<file path="src/rtl/btc_consts.vh">
// Constants for the buzzer tone and configuration checksum block.
// Assumes a 100 MHz core clock and a byte-wide register map of 32 entries.
//
// Notes on behaviour
// - Three-bit code picks tone frequency and duty
// - Pin setting selects one or two outputs
// - First output rests at configured idle level
// - Burst lasts duration times scan period
// - Free user byte, kept for storage
// - LED mode checksum sums offsets 0x01-0x1F
// - Device mode checksum sums offsets 0x01-0x1D
`ifndef BTC_CONSTS_VH
`define BTC_CONSTS_VH

// ****************************************************************
// Register offsets
// ****************************************************************
`define BTC_OFS_MODE        5'h00
`define BTC_OFS_TONE_CFG    5'h1b
`define BTC_OFS_DURATION    5'h1c
`define BTC_OFS_USER_BYTE   5'h1d
`define BTC_OFS_SUM_HIGH    5'h1e
`define BTC_OFS_SUM_LOW     5'h1f
`define BTC_SUM_FIRST       5'h01
`define BTC_SUM_LAST_LED    5'h1f
`define BTC_SUM_LAST_DEV    5'h1d

// ****************************************************************
// Field positions
// ****************************************************************
`define BTC_MODE_LED_BIT    0
`define BTC_CFG_EN_BIT      7
`define BTC_CFG_PINS_BIT    6
`define BTC_CFG_IDLE_BIT    5
`define BTC_CFG_FREQ_MSB    2
`define BTC_DUR_MSB         6

// ****************************************************************
// Reset values
// ****************************************************************
`define BTC_RST_BYTE        8'h00
`define BTC_RST_SUM_LOW     8'h3b

// ****************************************************************
// Timing: tone step of 125 us, all tones are whole steps
// ****************************************************************
`define BTC_CLK_PERIOD_NS   10
`define BTC_TONE_STEP_NS    125000
`define BTC_TONE_STEP_CYC   (`BTC_TONE_STEP_NS / `BTC_CLK_PERIOD_NS)
`define BTC_SCAN_PERIOD_NS  16000000
`define BTC_SCAN_CYC        (`BTC_SCAN_PERIOD_NS / `BTC_CLK_PERIOD_NS)

`endif

</file>
<file path="src/rtl/btc_buzzer_tone.v">
// Buzzer tone generator with burst timer, user byte and config checksum,
// reached over a two-wire target port. Assumes scl/sda come from pins in
// another timing domain; sda is open drain, pulled low while sda_oe is high.
`include "btc_consts.vh"

module btc_buzzer_tone #(
    parameter [6:0]  TARGET_ADDR = 7'h37,              // Arbitrary bus address
    parameter        STEP_CYC    = `BTC_TONE_STEP_CYC,
    parameter        SCAN_CYC    = `BTC_SCAN_CYC
) (
    input  wire        core_clk,
    input  wire        reset,
    input  wire        scl_in,
    input  wire        sda_in,
    output wire        sda_out,
    output reg         sda_oe,
    input  wire        tone_trigger,
    output reg         tone_out_first,
    output reg         tone_out_second,
    output reg         tone_active,
    output reg  [7:0]  host_user_byte,
    output reg  [15:0] config_sum,
    output reg         config_sum_ok
);

    // ****************************************************************
    // Pin synchronisers and edge detection
    // ****************************************************************
    reg scl_m, scl_s, scl_p, sda_m, sda_s, sda_p;

    // Three flops per pin; edge logic only looks at the second and later
    always @(posedge core_clk) begin
        if (reset) begin
            scl_m <= 1'b1;
            scl_s <= 1'b1;
            scl_p <= 1'b1;
            sda_m <= 1'b1;
            sda_s <= 1'b1;
            sda_p <= 1'b1;
        end else begin
            scl_m <= scl_in;
            scl_s <= scl_m;
            scl_p <= scl_s;
            sda_m <= sda_in;
            sda_s <= sda_m;
            sda_p <= sda_s;
        end
    end

    wire scl_rise = scl_s & ~scl_p;
    wire scl_fall = ~scl_s & scl_p;
    wire bus_start = scl_s & scl_p & sda_p & ~sda_s;
    wire bus_stop  = scl_s & scl_p & ~sda_p & sda_s;
    assign sda_out = 1'b0;                        // Open drain: only ever pulls low

    // ****************************************************************
    // Register storage
    // ****************************************************************
    reg  [7:0] regs [0:31];
    reg        reg_we;
    reg  [4:0] reg_widx;
    reg  [7:0] reg_wdata;
    integer    i;
    integer    j;

    // Every offset is plain host storage; the block reads its fields directly
    always @(posedge core_clk) begin
        if (reset) begin
            for (i = 0; i < 32; i = i + 1) begin
                regs[i] <= `BTC_RST_BYTE;
            end
            regs[`BTC_OFS_SUM_LOW] <= `BTC_RST_SUM_LOW;
        end else if (reg_we) begin
            regs[reg_widx] <= reg_wdata;
        end
    end

    wire [7:0] cfg      = regs[`BTC_OFS_TONE_CFG];
    wire [2:0] freq_sel = cfg[`BTC_CFG_FREQ_MSB:0];
    wire       tone_en  = cfg[`BTC_CFG_EN_BIT];
    wire       two_pins = cfg[`BTC_CFG_PINS_BIT];
    wire       rest_lvl = cfg[`BTC_CFG_IDLE_BIT];
    wire [6:0] burst_len = regs[`BTC_OFS_DURATION][`BTC_DUR_MSB:0];
    wire       led_mode = regs[`BTC_OFS_MODE][`BTC_MODE_LED_BIT];

    // ****************************************************************
    // Configuration checksum
    // ****************************************************************
    reg  [15:0] next_sum;
    reg  [4:0]  sum_last;

    // Range end depends on mode; device mode leaves the sum bytes out
    always @* begin
        next_sum = 16'h0000;
        sum_last = led_mode ? `BTC_SUM_LAST_LED : `BTC_SUM_LAST_DEV;
        for (j = `BTC_SUM_FIRST; j < 32; j = j + 1) begin
            if (j[4:0] <= sum_last) begin
                next_sum = next_sum + {8'h00, regs[j]};
            end
        end
    end

    // Registered so the adder tree is off the output path
    always @(posedge core_clk) begin
        if (reset) begin
            config_sum     <= 16'h0000;
            config_sum_ok  <= 1'b0;
            host_user_byte <= `BTC_RST_BYTE;
        end else begin
            config_sum     <= next_sum;
            config_sum_ok  <= (next_sum == {regs[`BTC_OFS_SUM_HIGH], regs[`BTC_OFS_SUM_LOW]});
            host_user_byte <= regs[`BTC_OFS_USER_BYTE];
        end
    end

    // ****************************************************************
    // Two-wire target state machine
    // ****************************************************************
    localparam [2:0] S_IDLE = 3'd0;
    localparam [2:0] S_RX   = 3'd1;
    localparam [2:0] S_RACK = 3'd2;
    localparam [2:0] S_TX   = 3'd3;
    localparam [2:0] S_TACK = 3'd4;

    reg [2:0] state;
    reg [3:0] bit_cnt;
    reg [7:0] shift;
    reg [1:0] phase;      // 0 address, 1 pointer, 2 data
    reg       is_read;
    reg       nack;
    reg [4:0] ptr;

    // Bits are sampled on scl rise and driven on scl fall
    always @(posedge core_clk) begin
        reg_we <= 1'b0;
        if (reset) begin
            state     <= S_IDLE;
            bit_cnt   <= 4'h0;
            shift     <= 8'h00;
            phase     <= 2'd0;
            is_read   <= 1'b0;
            nack      <= 1'b0;
            ptr       <= 5'h00;
            sda_oe    <= 1'b0;
            reg_widx  <= 5'h00;
            reg_wdata <= 8'h00;
        end else if (bus_start) begin
            state   <= S_RX;
            bit_cnt <= 4'h0;
            phase   <= 2'd0;
            sda_oe  <= 1'b0;
        end else if (bus_stop) begin
            state  <= S_IDLE;
            sda_oe <= 1'b0;
        end else begin
            case (state)
                S_RX: begin
                    if (scl_rise) begin
                        shift   <= {shift[6:0], sda_s};
                        bit_cnt <= bit_cnt + 4'h1;
                    end else if (scl_fall && bit_cnt == 4'h8) begin
                        bit_cnt <= 4'h0;
                        state   <= S_RACK;
                        sda_oe  <= 1'b1;
                        if (phase == 2'd0) begin
                            is_read <= shift[0];
                            phase   <= 2'd1;
                            if (shift[7:1] != TARGET_ADDR) begin
                                state  <= S_IDLE;
                                sda_oe <= 1'b0;
                            end
                        end else if (phase == 2'd1) begin
                            ptr   <= shift[4:0];
                            phase <= 2'd2;
                        end else begin
                            reg_we    <= 1'b1;
                            reg_widx  <= ptr;
                            reg_wdata <= shift;
                            ptr       <= ptr + 5'h01;
                        end
                    end
                end
                S_RACK: begin
                    if (scl_fall) begin
                        if (is_read) begin
                            state  <= S_TX;
                            shift  <= regs[ptr];
                            sda_oe <= ~regs[ptr][7];
                            ptr    <= ptr + 5'h01;
                        end else begin
                            state  <= S_RX;
                            sda_oe <= 1'b0;
                        end
                    end
                end
                S_TX: begin
                    if (scl_fall) begin
                        bit_cnt <= bit_cnt + 4'h1;
                        if (bit_cnt == 4'h7) begin
                            bit_cnt <= 4'h0;
                            sda_oe  <= 1'b0;          // Release for controller ack
                            state   <= S_TACK;
                        end else begin
                            shift  <= {shift[6:0], 1'b0};
                            sda_oe <= ~shift[6];
                        end
                    end
                end
                S_TACK: begin
                    if (scl_rise) begin
                        nack <= sda_s;
                    end else if (scl_fall) begin
                        if (nack) begin
                            state <= S_IDLE;
                        end else begin
                            state  <= S_TX;
                            shift  <= regs[ptr];
                            sda_oe <= ~regs[ptr][7];
                            ptr    <= ptr + 5'h01;
                        end
                    end
                end
                default: begin
                    state  <= S_IDLE;
                    sda_oe <= 1'b0;
                end
            endcase
        end
    end

    // ****************************************************************
    // Tone generator and burst timer
    // ****************************************************************
    localparam STEP_W = 24;
    localparam SCAN_W = 32;

    reg [STEP_W-1:0] step_cnt;
    reg [SCAN_W-1:0] scan_cnt;
    reg [2:0]        unit_cnt;
    reg [6:0]        scans_left;
    wire             step_tick = (step_cnt == STEP_CYC - 1);
    wire             scan_tick = (scan_cnt == SCAN_CYC - 1);

    // Tone period and high time in 125 us steps
    wire [2:0] period_units = (freq_sel < 3'd2) ? 3'd1 : freq_sel;        // minus one
    wire [3:0] high_sum     = {1'b0, freq_sel} + 4'd2;
    wire [2:0] high_units   = high_sum[3:1];
    wire       wave_high    = (unit_cnt < high_units);

    // Zero duration never starts a burst, guarding a host that breaks the range
    always @(posedge core_clk) begin
        if (reset) begin
            tone_active <= 1'b0;
            step_cnt    <= {STEP_W{1'b0}};
            scan_cnt    <= {SCAN_W{1'b0}};
            unit_cnt    <= 3'd0;
            scans_left  <= 7'd0;
        end else if (!tone_en) begin
            tone_active <= 1'b0;
        end else if (tone_trigger && burst_len != 7'd0) begin
            tone_active <= 1'b1;
            scans_left  <= burst_len;
            step_cnt    <= {STEP_W{1'b0}};
            scan_cnt    <= {SCAN_W{1'b0}};
            unit_cnt    <= 3'd0;
        end else if (tone_active) begin
            step_cnt <= step_tick ? {STEP_W{1'b0}} : step_cnt + 1'b1;
            scan_cnt <= scan_tick ? {SCAN_W{1'b0}} : scan_cnt + 1'b1;
            if (step_tick) begin
                unit_cnt <= (unit_cnt >= period_units) ? 3'd0 : unit_cnt + 3'd1;
            end
            if (scan_tick) begin
                scans_left <= scans_left - 7'd1;
                if (scans_left == 7'd1) begin
                    tone_active <= 1'b0;
                end
            end
        end
    end

    // Outputs registered; in a burst the second pin mirrors the first in antiphase
    always @(posedge core_clk) begin
        if (reset) begin
            tone_out_first  <= 1'b0;
            tone_out_second <= 1'b0;
        end else if (!tone_active) begin
            tone_out_first  <= rest_lvl;
            tone_out_second <= two_pins & rest_lvl;
        end else begin
            tone_out_first  <= rest_lvl ^ wave_high;
            tone_out_second <= two_pins & ~(rest_lvl ^ wave_high);
        end
    end

endmodule

</file>
<file path="config.mk">
export PLATFORM = sky130hd
export DESIGN_NAME = btc_buzzer_tone
export DESIGN_NICKNAME = d
export VERILOG_FILES = /design/src/rtl/btc_buzzer_tone.v
export VERILOG_INCLUDE_DIRS = /design/src /design/src/rtl
export SDC_FILE = /design/constraint.sdc
export NUM_CORES = 1
export LEC_CHECK = 0
export ABC_AREA = 1
export BUFFER_PORTS_ARGS = -buffer_cell sky130_fd_sc_hd__buf_2
export CORE_MARGIN = 2
export CORE_UTILIZATION = 56
export DETAILED_ROUTE_END_ITERATION = 10
export PLACE_DENSITY = 0.76
export SYNTH_ARGS = -nofsm -noshare
export SYNTH_HDL_FRONTEND = slang
export SYNTH_SLANG_ARGS = --single-unit
</file>
<file path="constraint.sdc">
create_clock -name core_clk -period 22.4 [get_ports core_clk]
set_input_delay 1.12 -clock core_clk [delete_from_list [all_inputs] [get_ports core_clk]]
set_output_delay 1.12 -clock core_clk [all_outputs]
set_load 0.005 [all_outputs]
</file>
==> flow_summary.rst <==
.. list-table::
   :header-rows: 1

   * - Metric
     - Value
   * - Result of the run
     - finished clean
   * - R2r setup slk
     - ~1.7 ns
   * - Antenna Cells
     - 0
   * - Critical path start-end classification
     - register to register
   * - Part of the Yosys area used for sequential elements
     - between 30% and 40%
   * - Clock transition time at the flip-flop clock pins of the worst setup and hold paths
     - ~0.06 ns
   * - Time the final worst path needs with I/O delays and setup
     - 20.65 ns
   * - Setup-violating endpoint count in the final report
     - 0
   * - Overflow left after global routing
     - 0
   * - Endpoint kind of the worst setup timing path
     - register
   * - Via total after detailed routing
     - 27200
   * - Full die area
     - between 50000 and 60000 um^2
   * - Setup repair after global routing missed its margin
     - no
   * - Biggest area consumer among synthesized cells
     - sky130_fd_sc_hd__edfxtp_1
   * - Dpl hpwl
     - between 50000 and 60000 um
   * - CP peak stage delay
     - between 0.4 and 0.5 ns
   * - Launch instance of the worst min-delay path
     - sda_m
   * - Max Fanout on Critical Path
     - 5
   * - Final Wtd Congestion
     - ~0.9
   * - Multi-input combinational cell area
     - ~18000 um^2
   * - Initial cell density of the core
     - between 50 and 60%
   * - Fin nets
     - ~4400
   * - EDFF count, synth
     - 256
   * - Number of synthesis warnings
     - 0
   * - Vias per cell
     - 5.66
   * - Count of unique library cells instantiated by Yosys
     - 51
   * - Root buffer cell
     - sky130_fd_sc_hd__clkbuf_16
   * - Maximum clock insertion buffer count
     - 3
   * - Maximum frequency from static timing analysis
     - 0.0484 GHz
   * - Number of buffers inserted for hold repair after clock tree synthesis
     - 0
   * - Post-Synthesis Cell Area
     - a little over 30000 um^2
   * - Number of design rule violations left after detail routing
     - 0
   * - Top cells by count, synth
     - sky130_fd_sc_hd__nor2_1, sky130_fd_sc_hd__nand2_1, sky130_fd_sc_hd__inv_1
   * - Path depth of the worst reg2reg path
     - about 110
   * - Die X
     - 238 um
   * - Number of standard-cell rows in the floorplan
     - 85
   * - Count of max-cap constraint violations
     - 0
   * - Synth area leaders
     - sky130_fd_sc_hd__edfxtp_1, sky130_fd_sc_hd__ha_1, sky130_fd_sc_hd__dfxtp_1
   * - Average cell area after synthesis
     - around 7.5 um^2
   * - Number of optimization iterations in the first detailed-route pass
     - 6
   * - Die height
     - 238 um
   * - TritonCTS Buffers
     - 45
   * - Num Clock Sinks
     - 400
   * - M3 GR Usage
     - under 10%
   * - Endpoint of the most critical register-to-register path
     - config_sum_ok
   * - Largest clock skew in the final design
     - 0.0191 ns
   * - Wire length of the first global-routing pass
     - between 100000 and 150000 um
   * - Worst slew margin relative to its limit
     - about a third
   * - Clock latency on the worst-skew pair
     - 0.59 ns
   * - Number of port buffers
     - 33
   * - Startpoint of the lowest-slack register-to-register path
     - regs[2][0]
   * - Critical path's slowest cell
     - sky130_fd_sc_hd__edfxtp_1
   * - Fraction of final layout cells sized beyond drive strength 1
     - a little over 6%
   * - Max-slew violation total from the final report
     - 0
   * - Sum Neg Setup Slack
     - 0 ns
   * - Final period util
     - about 90%
   * - Share of flip-flops with an asynchronous set or reset
     - 0%
   * - CTS H-tree depth
     - 2
   * - Total wirelength of the detailed-routed design
     - between 70000 and 80000 um
   * - Initial drt markers
     - approximately 2400
   * - Flops & latches, synth
     - 400
   * - Largest net degree at the start of global routing
     - 73
   * - Area used by sequential logic in the layout
     - 10600 um^2
   * - Post-synthesis to final-layout area growth
     - 7.56%
   * - Hold path cells
     - 1
   * - Final Hold Violating Endpoints
     - 0
   * - Area inside the core boundary
     - approximately 54000 um^2
   * - Class of the tightest hold or removal check
     - register to register
   * - Worst Max-Slew Pin Slew
     - between 1 and 1.5 ns
   * - Worst setup SP type
     - register
   * - Number of instances in the synthesized netlist
     - 4068
   * - Met1 Resource Use GR
     - a little under two fifths
   * - Crit path arrival time
     - between 20 and 25 ns
   * - Main synth FF type
     - sky130_fd_sc_hd__edfxtp_1
   * - Antenna Violating Nets Remaining
     - 0
   * - Synthesized netlist net count
     - between 4000 and 5000
   * - Per-cell routed wire length
     - ~16 um
   * - Filler cell count
     - around 4800
   * - End point of the worst hold path
     - sda_s
   * - Highest-utilization routing layer at the global route stage
     - met2
   * - All-Layer GR Usage
     - between 20 and 30%
   * - Antenna violations before repair
     - 0
   * - Number of global-route vias before repair
     - 25200
   * - Io pins
     - 35
   * - Most prevalent standard cell on the critical path
     - sky130_fd_sc_hd__ha_1
   * - CTS tree
     - built
   * - Required time reported for the critical path endpoint
     - around 23 ns
   * - Global-route met2 utilization
     - 44.9%
   * - Library cell with the highest instance count after synthesis
     - sky130_fd_sc_hd__nor2_1
   * - Share of the synthesized area in the top cell type
     - about 25%
==> per-stage QoR <==
stage | util [%] | std cells | instance area [um^2] | hold WS, ns | worst slack, ns
6_report | 60.9 | 4800 | 32800 | 0.408 | 1.75
5_1_grt | 60.9 | 4800 | 32800 | 0.436 | 0.000888
4_1_cts | 60.9 | 4800 | 32800 | 0.408 | 1.78
3_5_place_dp | 58.1 | 4716 | 31400 | 0.393 | 1.91
3_3_place_gp | 58.1 | 4716 | 31400 | 0.392 | 2.18
2_1_floorplan | - | 4068 | 30500 | 0.389 | 3.54
==> how the worst max path moves through the flow <==
stage | from | to | slack [ns]
3_3_place_gp | regs[2][0] | config_sum_ok | 2.18
6_report | regs[2][0] | config_sum_ok | 1.75
4_1_cts | regs[2][0] | config_sum_ok | 1.78
3_5_place_dp | regs[2][0] | config_sum_ok | 1.91
5_1_grt | regs[2][0] | config_sum_ok | 0.0009
2_1_floorplan | regs[2][0] | config_sum_ok | 3.54
==> cell families after synthesis <==
kind of cell | after synthesis | share of synthesized area [%]
AO/OA/AOI/OAI | 752 | 14.0
adder cells (fa/ha/maj) | 299 | 13.0
flip-flops | 400 | 34.6
buffers and inverters | 639 | 7.88
AND/OR/NAND/NOR | 1792 | 25.2
XOR/XNOR | 185 | 5.31
other | 1 | 0.0123
==> registers in the layout, summed over array words and instances (netlist names), 2 cells and up, named ones only <==
register	count
regs	256
scan_cnt	32
state	3
reg_wdata	8
reg_widx	5
step_cnt	24
unit_cnt	3
shift	8
phase	2
config_sum	16
ptr	5
host_user_byte	8
bit_cnt	4
scans_left	7
==> repair_timing <==
item,CTS,global route
setup endpoints to repair,0,1
resized for setup,0,1
setup buffers,0,0
==> metal layers <==
metal	vias to the layer above	part of all wire [%]	routed length (um)
met5	-	0	0
met4	0	2.3	1820
met3	126	8.0	6180
met2	975	46	35300
met1	12400	44	34200
li1	13600	-	-
==> cells in the final DEF (no fill, tap or decap), types with 8 or more instances in the layout <==
cell type / Yosys / final
sky130_fd_sc_hd__o21a_1: 8 / 8
sky130_fd_sc_hd__nand2_2: 57 / 57
sky130_fd_sc_hd__a221oi_1: 14 / 14
sky130_fd_sc_hd__o21bai_1: 20 / 20
sky130_fd_sc_hd__nand2_1: 655 / 655
sky130_fd_sc_hd__a31oi_1: 28 / 28
sky130_fd_sc_hd__nand4_1: 28 / 28
sky130_fd_sc_hd__clkbuf_16: 0 / 45
sky130_fd_sc_hd__nor3_1: 56 / 56
sky130_fd_sc_hd__inv_2: 10 / 17
sky130_fd_sc_hd__o21ai_0: 268 / 267
sky130_fd_sc_hd__buf_4: 2 / 22
sky130_fd_sc_hd__inv_1: 523 / 515
sky130_fd_sc_hd__dfxtp_1: 144 / 141
sky130_fd_sc_hd__edfxtp_1: 256 / 256
sky130_fd_sc_hd__xor2_1: 91 / 91
sky130_fd_sc_hd__ha_1: 269 / 269
sky130_fd_sc_hd__buf_2: 0 / 33
sky130_fd_sc_hd__a211oi_1: 28 / 28
sky130_fd_sc_hd__nand3_1: 227 / 227
sky130_fd_sc_hd__or2_2: 10 / 10
sky130_fd_sc_hd__clkinv_2: 0 / 12
sky130_fd_sc_hd__clkbuf_8: 0 / 8
sky130_fd_sc_hd__o221ai_1: 46 / 46
sky130_fd_sc_hd__nand3_2: 26 / 26
sky130_fd_sc_hd__xnor2_1: 94 / 94
sky130_fd_sc_hd__nand3b_1: 23 / 23
sky130_fd_sc_hd__nor2_1: 664 / 664
sky130_fd_sc_hd__fa_1: 30 / 30
sky130_fd_sc_hd__a21oi_1: 293 / 293
sky130_fd_sc_hd__nor4_1: 22 / 22
sky130_fd_sc_hd__nor2_2: 12 / 12
==> critical path: cells and delay by family, from the launching register on <==
kind	cells	cell delay, ns
xor+xnor	25	4.22
fa+ha+maj	31	10.04
flops	1	0.41
compound gates	11	2.31
simple gates	21	1.96
buf+inv	24	1.64
==> layout make-up <==
class | instances | share of cell area [%]
clock buffers | 60 | 3.84
clock inverters | 24 | 0.701
inverters | 536 | 6.13
multi-input cells | 3029 | 53.5
flip-flops and latches | 400 | 32.2
well taps | 696 | 2.65
repair buffers | 55 | 1.01
Power is not shown: default switching activity piles up to over one toggle a cycle in this logic, so the estimate is an artifact.
